===== config.mk =====
export PLATFORM = sky130hd
export DESIGN_NAME = ata_set_features
export DESIGN_NICKNAME = d
export VERILOG_FILES = /design/src/hw/ata_feat_pkg.sv /design/src/hw/ata_set_features.sv /design/src/hw/idw_checksum.sv
export SDC_FILE = /design/constraint.sdc
export NUM_CORES = 1
export LEC_CHECK = 0
export BUFFER_PORTS_ARGS = -buffer_cell sky130_fd_sc_hd__buf_2
export CORE_MARGIN = 2
export CORE_UTILIZATION = 56
export CTS_CLUSTER_DIAMETER = 30
export DETAILED_ROUTE_END_ITERATION = 10
export MAX_ROUTING_LAYER = met4
export PLACE_DENSITY = 0.86
export SETUP_SLACK_MARGIN = 0.02
export SLEW_MARGIN = 10
export SYNTH_ARGS = -nofsm -noshare
export SYNTH_HDL_FRONTEND = slang
export SYNTH_SLANG_ARGS = --single-unit

===== constraint.sdc =====
create_clock -name sys_clk -period 5.15 [get_ports sys_clk]
set_input_delay 1.03 -clock sys_clk [delete_from_list [all_inputs] [get_ports sys_clk]]
set_output_delay 1.03 -clock sys_clk [all_outputs]
set_load 0.01 [all_outputs]

===== src/hw/ata_feat_pkg.sv =====
// Constants and types for the set-features and identify word logic
package ata_feat_pkg;

  // ----------------------------------------------------------------
  // Command and feature codes
  // ----------------------------------------------------------------
  localparam logic [7:0] OP_SET_FEATURES = 8'hEF;
  localparam logic [7:0] FC_8BIT_ON      = 8'h01;
  localparam logic [7:0] FC_WCACHE_ON    = 8'h02;
  localparam logic [7:0] FC_XFER_MODE    = 8'h03;
  localparam logic [7:0] FC_APM_ON       = 8'h05;
  localparam logic [7:0] FC_EXTPWR_ON    = 8'h09;
  localparam logic [7:0] FC_LOOKAHEAD_OFF = 8'h55;
  localparam logic [7:0] FC_KEEP_ON_SRST = 8'h66;
  localparam logic [7:0] FC_NOP_A        = 8'h69;
  localparam logic [7:0] FC_8BIT_OFF     = 8'h81;
  localparam logic [7:0] FC_WCACHE_OFF   = 8'h82;
  localparam logic [7:0] FC_APM_OFF      = 8'h85;
  localparam logic [7:0] FC_EXTPWR_OFF   = 8'h89;
  localparam logic [7:0] FC_NOP_B        = 8'h96;
  localparam logic [7:0] FC_LEGACY       = 8'h97;
  localparam logic [7:0] FC_LOOKAHEAD_ON = 8'hAA;
  localparam logic [7:0] FC_RESTORE_SRST = 8'hCC;

  // ----------------------------------------------------------------
  // Transfer mode byte: type in [7:3], mode in [2:0]
  // ----------------------------------------------------------------
  localparam int         XFER_TYPE_LSB  = 3;
  localparam logic [4:0] XT_PIO_DEFAULT = 5'h00;
  localparam logic [4:0] XT_PIO_FLOW    = 5'h01;
  localparam logic [4:0] XT_MWDMA       = 5'h04;
  localparam logic [4:0] XT_UDMA        = 5'h08;
  localparam logic [2:0] MODE_DEFAULT   = 3'h0;
  localparam logic [2:0] MODE_NO_IORDY  = 3'h1;

  // ----------------------------------------------------------------
  // Identify words and security status bit positions
  // ----------------------------------------------------------------
  localparam logic [7:0]  ID_WORD_SECURITY  = 8'h80;
  localparam logic [7:0]  ID_WORD_ROTATION  = 8'hD9;
  localparam logic [7:0]  ID_WORD_INTEGRITY = 8'hFF;
  localparam logic [7:0]  ID_WORD_FIRST     = 8'h00;
  localparam logic [15:0] ROTATION_NONROT   = 16'h0001;
  localparam logic [7:0]  ID_SIGNATURE      = 8'hA5;
  localparam int SEC_BIT_SUPPORT = 0;
  localparam int SEC_BIT_ENABLED = 1;
  localparam int SEC_BIT_LOCKED  = 2;
  localparam int SEC_BIT_FROZEN  = 3;
  localparam int SEC_BIT_EXPIRED = 4;
  localparam int SEC_BIT_ENH     = 5;
  localparam int SEC_BIT_LEVEL   = 8;

  // ----------------------------------------------------------------
  // Types
  // ----------------------------------------------------------------
  typedef enum logic [1:0] {
    ST_IDLE  = 2'b01,
    ST_FLUSH = 2'b10
  } state_e;

  typedef enum logic [1:0] {
    DMA_NONE  = 2'h0,
    DMA_MWDMA = 2'h1,
    DMA_UDMA  = 2'h2
  } dma_kind_e;

  typedef struct packed {
    logic [7:0] opcode;
    logic [7:0] feature;
    logic [7:0] count;
  } cmd_s;

  typedef struct packed {
    logic      eight_bit;
    logic      write_cache;
    logic      apm;
    logic      ext_power;
    logic      read_ahead;
    logic      keep_on_srst;
    logic      iordy_off;
    logic [2:0] pio_mode;
    dma_kind_e dma_kind;
    logic [2:0] dma_mode;
  } cfg_s;

  typedef struct packed {
    logic supported;
    logic enabled;
    logic locked;
    logic frozen;
    logic level_max;
    logic enh_erase;
  } sec_s;

  // Power-on defaults: read look-ahead off, PIO default mode
  localparam cfg_s CFG_POR = '{
    eight_bit:    1'b0,
    write_cache:  1'b0,
    apm:          1'b0,
    ext_power:    1'b0,
    read_ahead:   1'b0,
    keep_on_srst: 1'b0,
    iordy_off:    1'b0,
    pio_mode:     3'h0,
    dma_kind:     DMA_NONE,
    dma_mode:     3'h0
  };

endpackage


===== src/hw/ata_set_features.sv =====
// Set-features decoder, security word and identify word substitution
`timescale 1ns/10ps

// Functional notes
// - Opcode EFH runs the feature op named by feature; parameter in count.
// - Feature 01H turns eight-bit transfers on, 81H turns them off.
// - Eight-bit mode: low byte lanes only, IOCS16 not asserted.
// - Feature 02H enables write cache, 82H disables it, if implemented.
// - Disabling write cache flushes it before the command completes.
// - Feature 03H: count bits 7:3 give type, bits 2:0 give mode.
// - Types: PIO default, PIO no IORDY, flow PIO, MW DMA, UDMA.
// - Mode number of flow PIO and DMA types beyond range is invalid.
// - Exactly one PIO mode always selected; modes changeable any time.
// - Feature 05H enables power management, 85H disables it.
// - Feature 09H enables extended power ops, 89H disables them.
// - Read look-ahead off by default; AAH enables, 55H disables.
// - 66H keeps settings over soft reset; CCH restores defaults again.
// - Features 69H, 96H, 97H accepted with no effect.
// - Security word bit 0 support, bit 1 enabled.
// - Security word bit 2 locked, bit 3 frozen.
// - Bit 4 expired count; unlock and erase abort until hard reset.
// - Security word bit 5 shows enhanced erase support.
// - Security word bit 8 is level when enabled: one is maximum.
// - Rotation rate word always reads 0001H.
// - Integrity word: A5h low, checksum of all bytes high.
module ata_set_features #(
  parameter logic [2:0] MAX_PIO_MODE    = 3'h4,
  parameter logic [2:0] MAX_MWDMA_MODE  = 3'h2,
  parameter logic [2:0] MAX_UDMA_MODE   = 3'h6,
  parameter bit         HAS_WRITE_CACHE = 1'b1,
  parameter logic [3:0] UNLOCK_TRIES    = 4'h5
) (
  input  wire logic                sys_clk,
  input  wire logic                rst,
  input  wire logic                soft_rst,
  input  wire logic                cmd_valid,
  input  wire ata_feat_pkg::cmd_s  cmd,
  input  wire logic                flush_ack,
  input  wire ata_feat_pkg::sec_s  sec_state,
  input  wire logic                unlock_fail,
  input  wire logic                unlock_cmd,
  input  wire logic                erase_cmd,
  input  wire logic                id_valid,
  input  wire logic [7:0]          id_index,
  input  wire logic [15:0]         id_word,
  output logic                     busy,
  output logic                     cmd_done,
  output logic                     cmd_abort,
  output logic                     err_abrt,
  output logic                     flush_req,
  output ata_feat_pkg::cfg_s       cfg,
  output logic                     iocs16_en,
  output logic                     sec_expired,
  output logic                     id_out_valid,
  output logic [7:0]               id_out_index,
  output logic [15:0]              id_out_word
);

  ata_feat_pkg::state_e state;
  ata_feat_pkg::state_e next_state;
  ata_feat_pkg::cfg_s   dec_cfg;
  ata_feat_pkg::cfg_s   next_cfg;
  logic                 dec_ok;
  logic                 dec_flush;
  logic                 accept;
  logic [4:0]           xtype;
  logic [2:0]           xmode;
  logic                 sec_abort;
  logic [3:0]           fail_count;
  logic [15:0]          sec_word;
  logic [15:0]          next_word;
  logic [7:0]           csum;

  assign accept = cmd_valid && !soft_rst &&
                  (state == ata_feat_pkg::ST_IDLE) &&
                  (cmd.opcode == ata_feat_pkg::OP_SET_FEATURES);
  assign xtype = cmd.count[7:ata_feat_pkg::XFER_TYPE_LSB];
  assign xmode = cmd.count[2:0];
  // refuse unlock and erase once expired
  assign sec_abort = sec_expired && !soft_rst &&
                     (state == ata_feat_pkg::ST_IDLE) &&
                     (unlock_cmd || erase_cmd);

  // ----------------------------------------------------------------
  // Feature decode
  // ----------------------------------------------------------------
  always_comb begin
    dec_cfg   = cfg;
    dec_ok    = 1'b1;
    dec_flush = 1'b0;
    case (cmd.feature)
      ata_feat_pkg::FC_8BIT_ON:  dec_cfg.eight_bit = 1'b1;
      ata_feat_pkg::FC_8BIT_OFF: dec_cfg.eight_bit = 1'b0;
      ata_feat_pkg::FC_WCACHE_ON: begin
        dec_cfg.write_cache = HAS_WRITE_CACHE;
        dec_ok              = HAS_WRITE_CACHE;
      end
      ata_feat_pkg::FC_WCACHE_OFF: begin
        dec_cfg.write_cache = 1'b0;
        dec_ok              = HAS_WRITE_CACHE;
        // flush only if dirty data may exist
        dec_flush           = HAS_WRITE_CACHE && cfg.write_cache;
      end
      ata_feat_pkg::FC_XFER_MODE: begin
        case (xtype)
          ata_feat_pkg::XT_PIO_DEFAULT: begin
            dec_cfg.pio_mode = 3'h0;
            if (xmode == ata_feat_pkg::MODE_DEFAULT) begin
              dec_cfg.iordy_off = 1'b0;
            end else if (xmode == ata_feat_pkg::MODE_NO_IORDY) begin
              dec_cfg.iordy_off = 1'b1;
            end else begin
              dec_ok = 1'b0;
            end
          end
          ata_feat_pkg::XT_PIO_FLOW: begin
            dec_cfg.pio_mode  = xmode;
            dec_cfg.iordy_off = 1'b0;
            dec_ok            = (xmode <= MAX_PIO_MODE);
          end
          ata_feat_pkg::XT_MWDMA: begin
            dec_cfg.dma_kind = ata_feat_pkg::DMA_MWDMA;
            dec_cfg.dma_mode = xmode;
            dec_ok           = (xmode <= MAX_MWDMA_MODE);
          end
          ata_feat_pkg::XT_UDMA: begin
            dec_cfg.dma_kind = ata_feat_pkg::DMA_UDMA;
            dec_cfg.dma_mode = xmode;
            dec_ok           = (xmode <= MAX_UDMA_MODE);
          end
          default: dec_ok = 1'b0;
        endcase
      end
      ata_feat_pkg::FC_APM_ON:  dec_cfg.apm = 1'b1;
      ata_feat_pkg::FC_APM_OFF: dec_cfg.apm = 1'b0;
      ata_feat_pkg::FC_EXTPWR_ON:  dec_cfg.ext_power = 1'b1;
      ata_feat_pkg::FC_EXTPWR_OFF: dec_cfg.ext_power = 1'b0;
      ata_feat_pkg::FC_LOOKAHEAD_ON:  dec_cfg.read_ahead = 1'b1;
      ata_feat_pkg::FC_LOOKAHEAD_OFF: dec_cfg.read_ahead = 1'b0;
      ata_feat_pkg::FC_KEEP_ON_SRST: dec_cfg.keep_on_srst = 1'b1;
      ata_feat_pkg::FC_RESTORE_SRST: dec_cfg.keep_on_srst = 1'b0;
      ata_feat_pkg::FC_NOP_A,
      ata_feat_pkg::FC_NOP_B,
      ata_feat_pkg::FC_LEGACY: dec_ok = 1'b1;
      default: dec_ok = 1'b0;
    endcase
    // Rejected command leaves every setting untouched
    if (!dec_ok) begin
      dec_cfg   = cfg;
      dec_flush = 1'b0;
    end
  end

  // ----------------------------------------------------------------
  // Settings
  // ----------------------------------------------------------------
  always_comb begin
    next_cfg = cfg;
    if (soft_rst && !cfg.keep_on_srst) begin
      next_cfg = ata_feat_pkg::CFG_POR;
    end else if (accept) begin
      next_cfg = dec_cfg;
    end
  end
  always_ff @(posedge sys_clk or posedge rst) begin
    if (rst) begin
      cfg       <= ata_feat_pkg::CFG_POR;
      iocs16_en <= 1'b1;
    end else begin
      cfg       <= next_cfg;
      // no 16-bit data cycles in eight-bit mode
      iocs16_en <= !next_cfg.eight_bit;
    end
  end

  // ----------------------------------------------------------------
  // Command sequencing
  // ----------------------------------------------------------------
  always_comb begin
    next_state = state;
    case (state)
      ata_feat_pkg::ST_IDLE: begin
        if (accept && dec_flush) begin
          next_state = ata_feat_pkg::ST_FLUSH;
        end
      end
      ata_feat_pkg::ST_FLUSH: begin
        if (flush_ack) begin
          next_state = ata_feat_pkg::ST_IDLE;
        end
      end
      default: next_state = ata_feat_pkg::ST_IDLE;
    endcase
    // Soft reset abandons a flush in progress
    if (soft_rst) begin
      next_state = ata_feat_pkg::ST_IDLE;
    end
  end

  always_ff @(posedge sys_clk or posedge rst) begin
    if (rst) begin
      state     <= ata_feat_pkg::ST_IDLE;
      busy      <= 1'b0;
      flush_req <= 1'b0;
    end else begin
      state     <= next_state;
      busy      <= (next_state == ata_feat_pkg::ST_FLUSH);
      flush_req <= (next_state == ata_feat_pkg::ST_FLUSH);
    end
  end
  always_ff @(posedge sys_clk or posedge rst) begin
    if (rst) begin
      cmd_done  <= 1'b0;
      cmd_abort <= 1'b0;
    end else begin
      cmd_done  <= (accept && dec_ok && !dec_flush) ||
                   (state == ata_feat_pkg::ST_FLUSH && flush_ack &&
                    !soft_rst);
      cmd_abort <= (accept && !dec_ok) || sec_abort;
    end
  end
  // Error flag: a new abort wins over the clear by the next command
  always_ff @(posedge sys_clk or posedge rst) begin
    if (rst) begin
      err_abrt <= 1'b0;
    end else if ((accept && !dec_ok) || sec_abort) begin
      err_abrt <= 1'b1;
    end else if (accept || soft_rst) begin
      err_abrt <= 1'b0;
    end
  end

  // ----------------------------------------------------------------
  // Unlock attempt counter
  // ----------------------------------------------------------------
  // only power-on or hard reset clears expiry
  always_ff @(posedge sys_clk or posedge rst) begin
    if (rst) begin
      fail_count  <= 4'h0;
      sec_expired <= 1'b0;
    end else if (unlock_fail && !sec_expired) begin
      fail_count <= fail_count + 4'h1;
      if (fail_count + 4'h1 >= UNLOCK_TRIES) begin
        sec_expired <= 1'b1;
      end
    end
  end

  // ----------------------------------------------------------------
  // Identify word substitution
  // ----------------------------------------------------------------
  always_comb begin
    sec_word = 16'h0000;
    sec_word[ata_feat_pkg::SEC_BIT_SUPPORT] = sec_state.supported;
    sec_word[ata_feat_pkg::SEC_BIT_ENABLED] = sec_state.enabled;
    sec_word[ata_feat_pkg::SEC_BIT_LOCKED]  = sec_state.locked;
    sec_word[ata_feat_pkg::SEC_BIT_FROZEN]  = sec_state.frozen;
    sec_word[ata_feat_pkg::SEC_BIT_EXPIRED] = sec_expired;
    sec_word[ata_feat_pkg::SEC_BIT_ENH]     = sec_state.enh_erase;
    sec_word[ata_feat_pkg::SEC_BIT_LEVEL]   = sec_state.enabled &&
                                              sec_state.level_max;
  end
  always_comb begin
    case (id_index)
      ata_feat_pkg::ID_WORD_SECURITY: next_word = sec_word;
      ata_feat_pkg::ID_WORD_ROTATION:
        next_word = ata_feat_pkg::ROTATION_NONROT;
      ata_feat_pkg::ID_WORD_INTEGRITY:
        next_word = {csum, ata_feat_pkg::ID_SIGNATURE};
      default: next_word = id_word;
    endcase
  end

  // Sums the words as sent, so substituted words are covered too
  idw_checksum u_checksum (
    .sys_clk    (sys_clk),
    .rst        (rst),
    .word_valid (id_valid),
    .word_index (id_index),
    .word_data  (next_word),
    .csum       (csum)
  );

  always_ff @(posedge sys_clk or posedge rst) begin
    if (rst) begin
      id_out_valid <= 1'b0;
      id_out_index <= 8'h00;
      id_out_word  <= 16'h0000;
    end else begin
      id_out_valid <= id_valid;
      id_out_index <= id_index;
      id_out_word  <= next_word;
    end
  end

  // ----------------------------------------------------------------
  // Assertions
  // ----------------------------------------------------------------
  a_eight_on: assert property (@(posedge sys_clk) disable iff (rst)
    accept && cmd.feature == ata_feat_pkg::FC_8BIT_ON && !soft_rst
    |=> cfg.eight_bit && !iocs16_en && cmd_done)
    else $error("eight-bit mode not entered");
  a_iocs16_lane: assert property (@(posedge sys_clk) disable iff (rst)
    cfg.eight_bit |-> !iocs16_en)
    else $error("IOCS16 allowed in eight-bit mode");
  a_flush_hold: assert property (@(posedge sys_clk) disable iff (rst)
    accept && dec_flush ##1 (!flush_ack && !soft_rst)[*2]
    |-> busy && flush_req && !cmd_done)
    else $error("write cache command ended before flush");
  a_udma_select: assert property (@(posedge sys_clk) disable iff (rst)
    accept && cmd.feature == ata_feat_pkg::FC_XFER_MODE &&
    xtype == ata_feat_pkg::XT_UDMA && xmode <= MAX_UDMA_MODE
    |=> cfg.dma_kind == ata_feat_pkg::DMA_UDMA &&
        cfg.dma_mode == $past(xmode))
    else $error("ultra DMA mode not selected");
  a_pio_range: assert property (@(posedge sys_clk) disable iff (rst)
    cfg.pio_mode <= MAX_PIO_MODE)
    else $error("PIO mode out of range");
  a_bad_feature: assert property (@(posedge sys_clk) disable iff (rst)
    accept && !dec_ok |=> cmd_abort && err_abrt && !cmd_done &&
                          cfg == $past(cfg))
    else $error("bad feature not aborted");
  a_keep_srst: assert property (@(posedge sys_clk) disable iff (rst)
    soft_rst && cfg.keep_on_srst |=> cfg == $past(cfg))
    else $error("settings lost over soft reset");
  a_expire_abort: assert property (@(posedge sys_clk) disable iff (rst)
    sec_expired && unlock_cmd && state == ata_feat_pkg::ST_IDLE &&
    !soft_rst |=> cmd_abort ##1 sec_expired)
    else $error("unlock accepted after expiry");
  a_rot_rate: assert property (@(posedge sys_clk) disable iff (rst)
    id_out_valid && id_out_index == ata_feat_pkg::ID_WORD_ROTATION
    |-> id_out_word == ata_feat_pkg::ROTATION_NONROT)
    else $error("rotation word wrong");
  a_sec_lock: assert property (@(posedge sys_clk) disable iff (rst)
    id_valid && id_index == ata_feat_pkg::ID_WORD_SECURITY
    |=> id_out_word[3:2] == {$past(sec_state.frozen), $past(sec_state.locked)})
    else $error("security lock bits wrong");
  a_csum_sig: assert property (@(posedge sys_clk) disable iff (rst)
    id_out_valid && id_out_index == ata_feat_pkg::ID_WORD_INTEGRITY
    |-> id_out_word[7:0] == ata_feat_pkg::ID_SIGNATURE)
    else $error("integrity signature missing");

endmodule // ata_set_features


===== src/hw/idw_checksum.sv =====
// Running byte sum over identify words for the integrity word
`timescale 1ns/10ps
module idw_checksum (
  input  wire logic        sys_clk,
  input  wire logic        rst,
  input  wire logic        word_valid,
  input  wire logic [7:0]  word_index,
  input  wire logic [15:0] word_data,
  output logic      [7:0]  csum
);

  logic [7:0] sum;
  logic [7:0] word_bytes;

  assign word_bytes = word_data[7:0] + word_data[15:8];
  // Sum plus signature plus csum wraps to zero
  assign csum = 8'h00 - (sum + ata_feat_pkg::ID_SIGNATURE);

  // ----------------------------------------------------------------
  // Accumulator
  // ----------------------------------------------------------------
  // Word 0 restarts the sum so a re-read needs no clear
  always_ff @(posedge sys_clk or posedge rst) begin
    if (rst) begin
      sum <= 8'h00;
    end else if (word_valid) begin
      if (word_index == ata_feat_pkg::ID_WORD_FIRST) begin
        sum <= word_bytes;
      end else if (word_index != ata_feat_pkg::ID_WORD_INTEGRITY) begin
        sum <= sum + word_bytes;
      end
    end
  end

endmodule // idw_checksum


==> flow_summary_export.csv <==
group,metric,value,unit
run_status,outcome,"complete, no violations",
drt,vias,3301,
floorplanning,core,0.00599,mm²
sta,period_share,92.4,%
cts,cts.sinks,60,
synth,syn_nets,449,
synth,syn_area,0.00350,mm²
grt,grt-busiest-layer,"met2",
worst_setup_path,crit_required,5.36,ns
floorplanning,die-area,0.00691,mm²
synth,yosysSeqAreaShare,42.9,%
drt,first_pass_iters,5,
sta,worst_pin_slew,1.16,ns
cts,h-tree-depth,3,
synth,yosysUniqueCellTypes,58,
final_layout,layout.nets,561,
floorplanning,num_io_pins,110,
cts,clock_latency,0.34,ns
worst_setup_path,cp.arrival,4.97,ns
grt,use_met3,6.06,%
synth,synth-edff-count,0,
cts,cts_tree,"yes",
worst_setup_path,cp_max_fo,10,
synth,ys.warnings.count,0,
sta,finalHoldViolations,0,
synth,syn_avg_cell_area,9.60,µm²
sta,drv_slew,0,
drt,drt_iter0_markers,259,
drt,final_antenna_net_count,0,
grt,overflow,0,
cts,path_clk_slew,0.08,ns
drt,wl_per_cell,16.4,µm
drt,routed_wl,9150,µm
placement,place.gp.congestion,0.903,
final_layout,drive_above_1_share,29.5,%
cts,clock_path_buffers,2,
grt,grt_pass1_vias,3254,
synth,synthTopCellsByArea,"dfrtp_1 (41%), ha_1 (6.8%), nand2_1 (4.4%), mux2i_1 (3.4%), o21ai_0 (3.4%)",
worst_hold_path,hold_path_class,"reg2reg",
cts,cts_buffers,9,
run,max-cap-violations,0,
grt,antenna_found_initial,0,
worst_setup_path,critPathCaptureType,"flop",
floorplanning,die_w,83.1,µm
power,peakVddDrop,0.254,mV
worst_setup_path,worst_setup_path_start_kind,"input pin",
worst_setup_path,cpPeakStageDelay,0.46,ns
grt,grt_use_met2,45.7,%
placement,portBuffers,109,
synth,synthCells,365,
sta,fmax,210,MHz
sta,setup_violations,0,
floorplanning,die_h,83.1,µm
worst_setup_path,crit_family,"simple AND/OR/NAND/NOR gates",
worst_setup_path,crit_chain,"buf_2 > and4_1 > o211ai_1 > and2_1 > buf_4 > nand2_1 > o21ai_0 > inv_1 > fa_1 > nor2b_1 > o21ai_0 > a21boi_0 > nor2_1 > ha_1 > inv_1 > nor2_1 > a2111oi_0 > or3_1 > nor3b_1 > o21ai_0 > nand4_1",
final_layout,antenna_cells,0,
placement,dpl.hpwl,6830,µm
floorplanning,initial_core_util,58.5,%
grt,grt_pass1_wl,14900,µm
synth,async_flop_share,100,%
worst_setup_path,cp_common_cell,"o21ai_0",
grt,grt_usage,27.3,%
grt,use_met1,33.1,%
floorplanning,row_count,28,
sta,rsz0062_at_grt,"false",
sta,hold-worst-slack,0.525,ns
cts,root_buffer,"clkbuf_8",
worst_setup_path,path_buf_inv,4,
sta,relSlewSlack,22.2,%
synth,ys_ff_latch,60,
final_layout,syn_to_final_growth,24.3,%
sta,post-route-min-period,4.76,ns
power,p_per_area,352,mW/mm²
synth,synth_flop_cell,"dfrtp_1",
grt,grt_max_degree,61,
cts,cts_setup_buffers,0,
drt,drc_errors,0,
drt,vias_per_cell,5.93,
synth,yosys.area.top_type_share,41.4,%
power,p_total,1.53,mW
worst_setup_path,crit_type,"in2reg",
power,p_leak,2.14,nW
worst_setup_path,cpMaxStageDelayCell,"or3_1",
sta,fin_skew,0.0123,ns
synth,yosysTopAreaCell,"dfrtp_1",
[worst paths after layout]
check | start | end | slack [ns] | cells after the start
max in group asynchronous | rst | id_out_word[5] | 3.76 | 3
min in group asynchronous | rst | cmd_abort | 0.89 | 3
setup / recovery | id_index[0] | u_checksum.sum[7] | 0.39 | 21
hold / removal | fail_count[3] | fail_count[3] | 0.53 | 1
setup reg to reg | u_checksum.sum[2] | u_checksum.sum[7] | 1.41 | 13
hold reg to reg | fail_count[3] | fail_count[3] | 0.53 | 1
[metrics by stage]
step                      TNS [ns]  utilization (%)  cell area (µm²)  setup slack (ns)  std cells
after floorplan                  0                -             3500             0.259        365
after global placement           0             68.9             4130             0.133        541
after detailed placement   -0.0615             68.9             4130           -0.0615        541
after CTS                        0             72.4             4340             0.288        557
after global routing             0             72.7             4360            0.0638        557
final                            0             72.7             4360             0.393        557
[sequential cells by signal, summed over array words and instances (netlist names)]
name,cells
err_abrt,1
id_out_valid,1
iocs16_en,1
cmd_abort,1
id_out_index,8
id_out_word,16
cmd_done,1
state,2
cfg,15
fail_count,4
flush_req,1
sec_expired,1
u_checksum.sum,8
[metal layers]
| layer | part of all wire, % | up-vias | wire, µm |
|---|---|---|---|
| met5 | 0 | - | 0 |
| met4 | 2.4 | 0 | 222 |
| met3 | 6.8 | 25 | 618 |
| met2 | 50 | 131 | 4560 |
| met1 | 41 | 1590 | 3750 |
| li1 | - | 1555 | - |
[report_power, final]
part	leakage, nW	internal (mW)	total [mW]	switching [mW]
sequential	0.744	0.530	0.602	0.0720
combinational	1.30	0.227	0.486	0.260
clock	0.0938	0.250	0.445	0.195
total	2.14	1.01	1.53	0.527
[synth_stat cells (4+ instances only)]
master     instances
xnor2_1           10
nand2b_1           8
a22o_1             4
o21bai_1           4
nand2_1           41
and3_1             4
inv_1             18
nand3_1            6
o211ai_1           4
mux2i_1           12
nor3_1             7
nor4_1             7
nand4_1            4
o21ai_0           24
clkbuf_1          10
a21o_1             4
nor2_1            24
or4b_2             5
ha_1              19
nor2b_1            6
a21oi_1           16
or3_1              7
nand4bb_1          4
xor2_1             7
a21boi_0           4
o311ai_0           4
dfrtp_1           58
[cells in the final DEF (no fill, tap or decap), types with 3 or more instances in the layout]
cell type	instances
a22o_1	4
clkbuf_8	11
xnor2_1	10
inv_1	17
a21o_1	4
buf_4	5
nand2_1	41
or3_1	7
nor3_1	6
a2111oi_0	3
o21ai_0	24
mux2i_1	12
clkinvlp_4	4
o311ai_0	4
ha_1	19
a21oi_1	16
nor2b_1	6
nand2b_1	8
xor2_1	7
o211ai_1	4
nand3_1	6
a21boi_0	4
buf_2	109
nand4bb_1	4
or4b_2	5
nand4_1	4
nor2_1	24
o21bai_1	4
nor4_1	6
and3_1	4
o41ai_1	3
dfrtp_1	58
[timing repair]
action	in CTS	in global routing
setup endpoints to repair	0	1
resized for setup	0	3
hold buffers	0	0
hold endpoints to repair	0	0
[area by class of cell]
class / instances / area (µm²)
multi-input cells: 274 / 1900
fillers: 457 / 1630
flip-flops and latches: 60 / 1500
repair buffers: 114 / 583
clock buffers: 11 / 151
well taps: 75 / 93.8
inverters: 18 / 67.6
clock inverters: 5 / 60.1
[cell families (layout without fill, tap and decap cells)]
| family | after synthesis | in the layout | synth area share, % |
|---|---|---|---|
| AO/OA/AOI/OAI | 88 | 88 | 17.0 |
| XOR/XNOR | 17 | 17 | 4.25 |
| adder cells (fa/ha/maj) | 22 | 22 | 8.21 |
| buffers and inverters | 31 | 148 | 3.50 |
| flip-flops | 60 | 60 | 42.9 |
| multiplexers | 12 | 12 | 3.43 |
| AND/OR/NAND/NOR | 135 | 135 | 20.7 |
No activity file was read; power rests on OpenSTA's default activity.
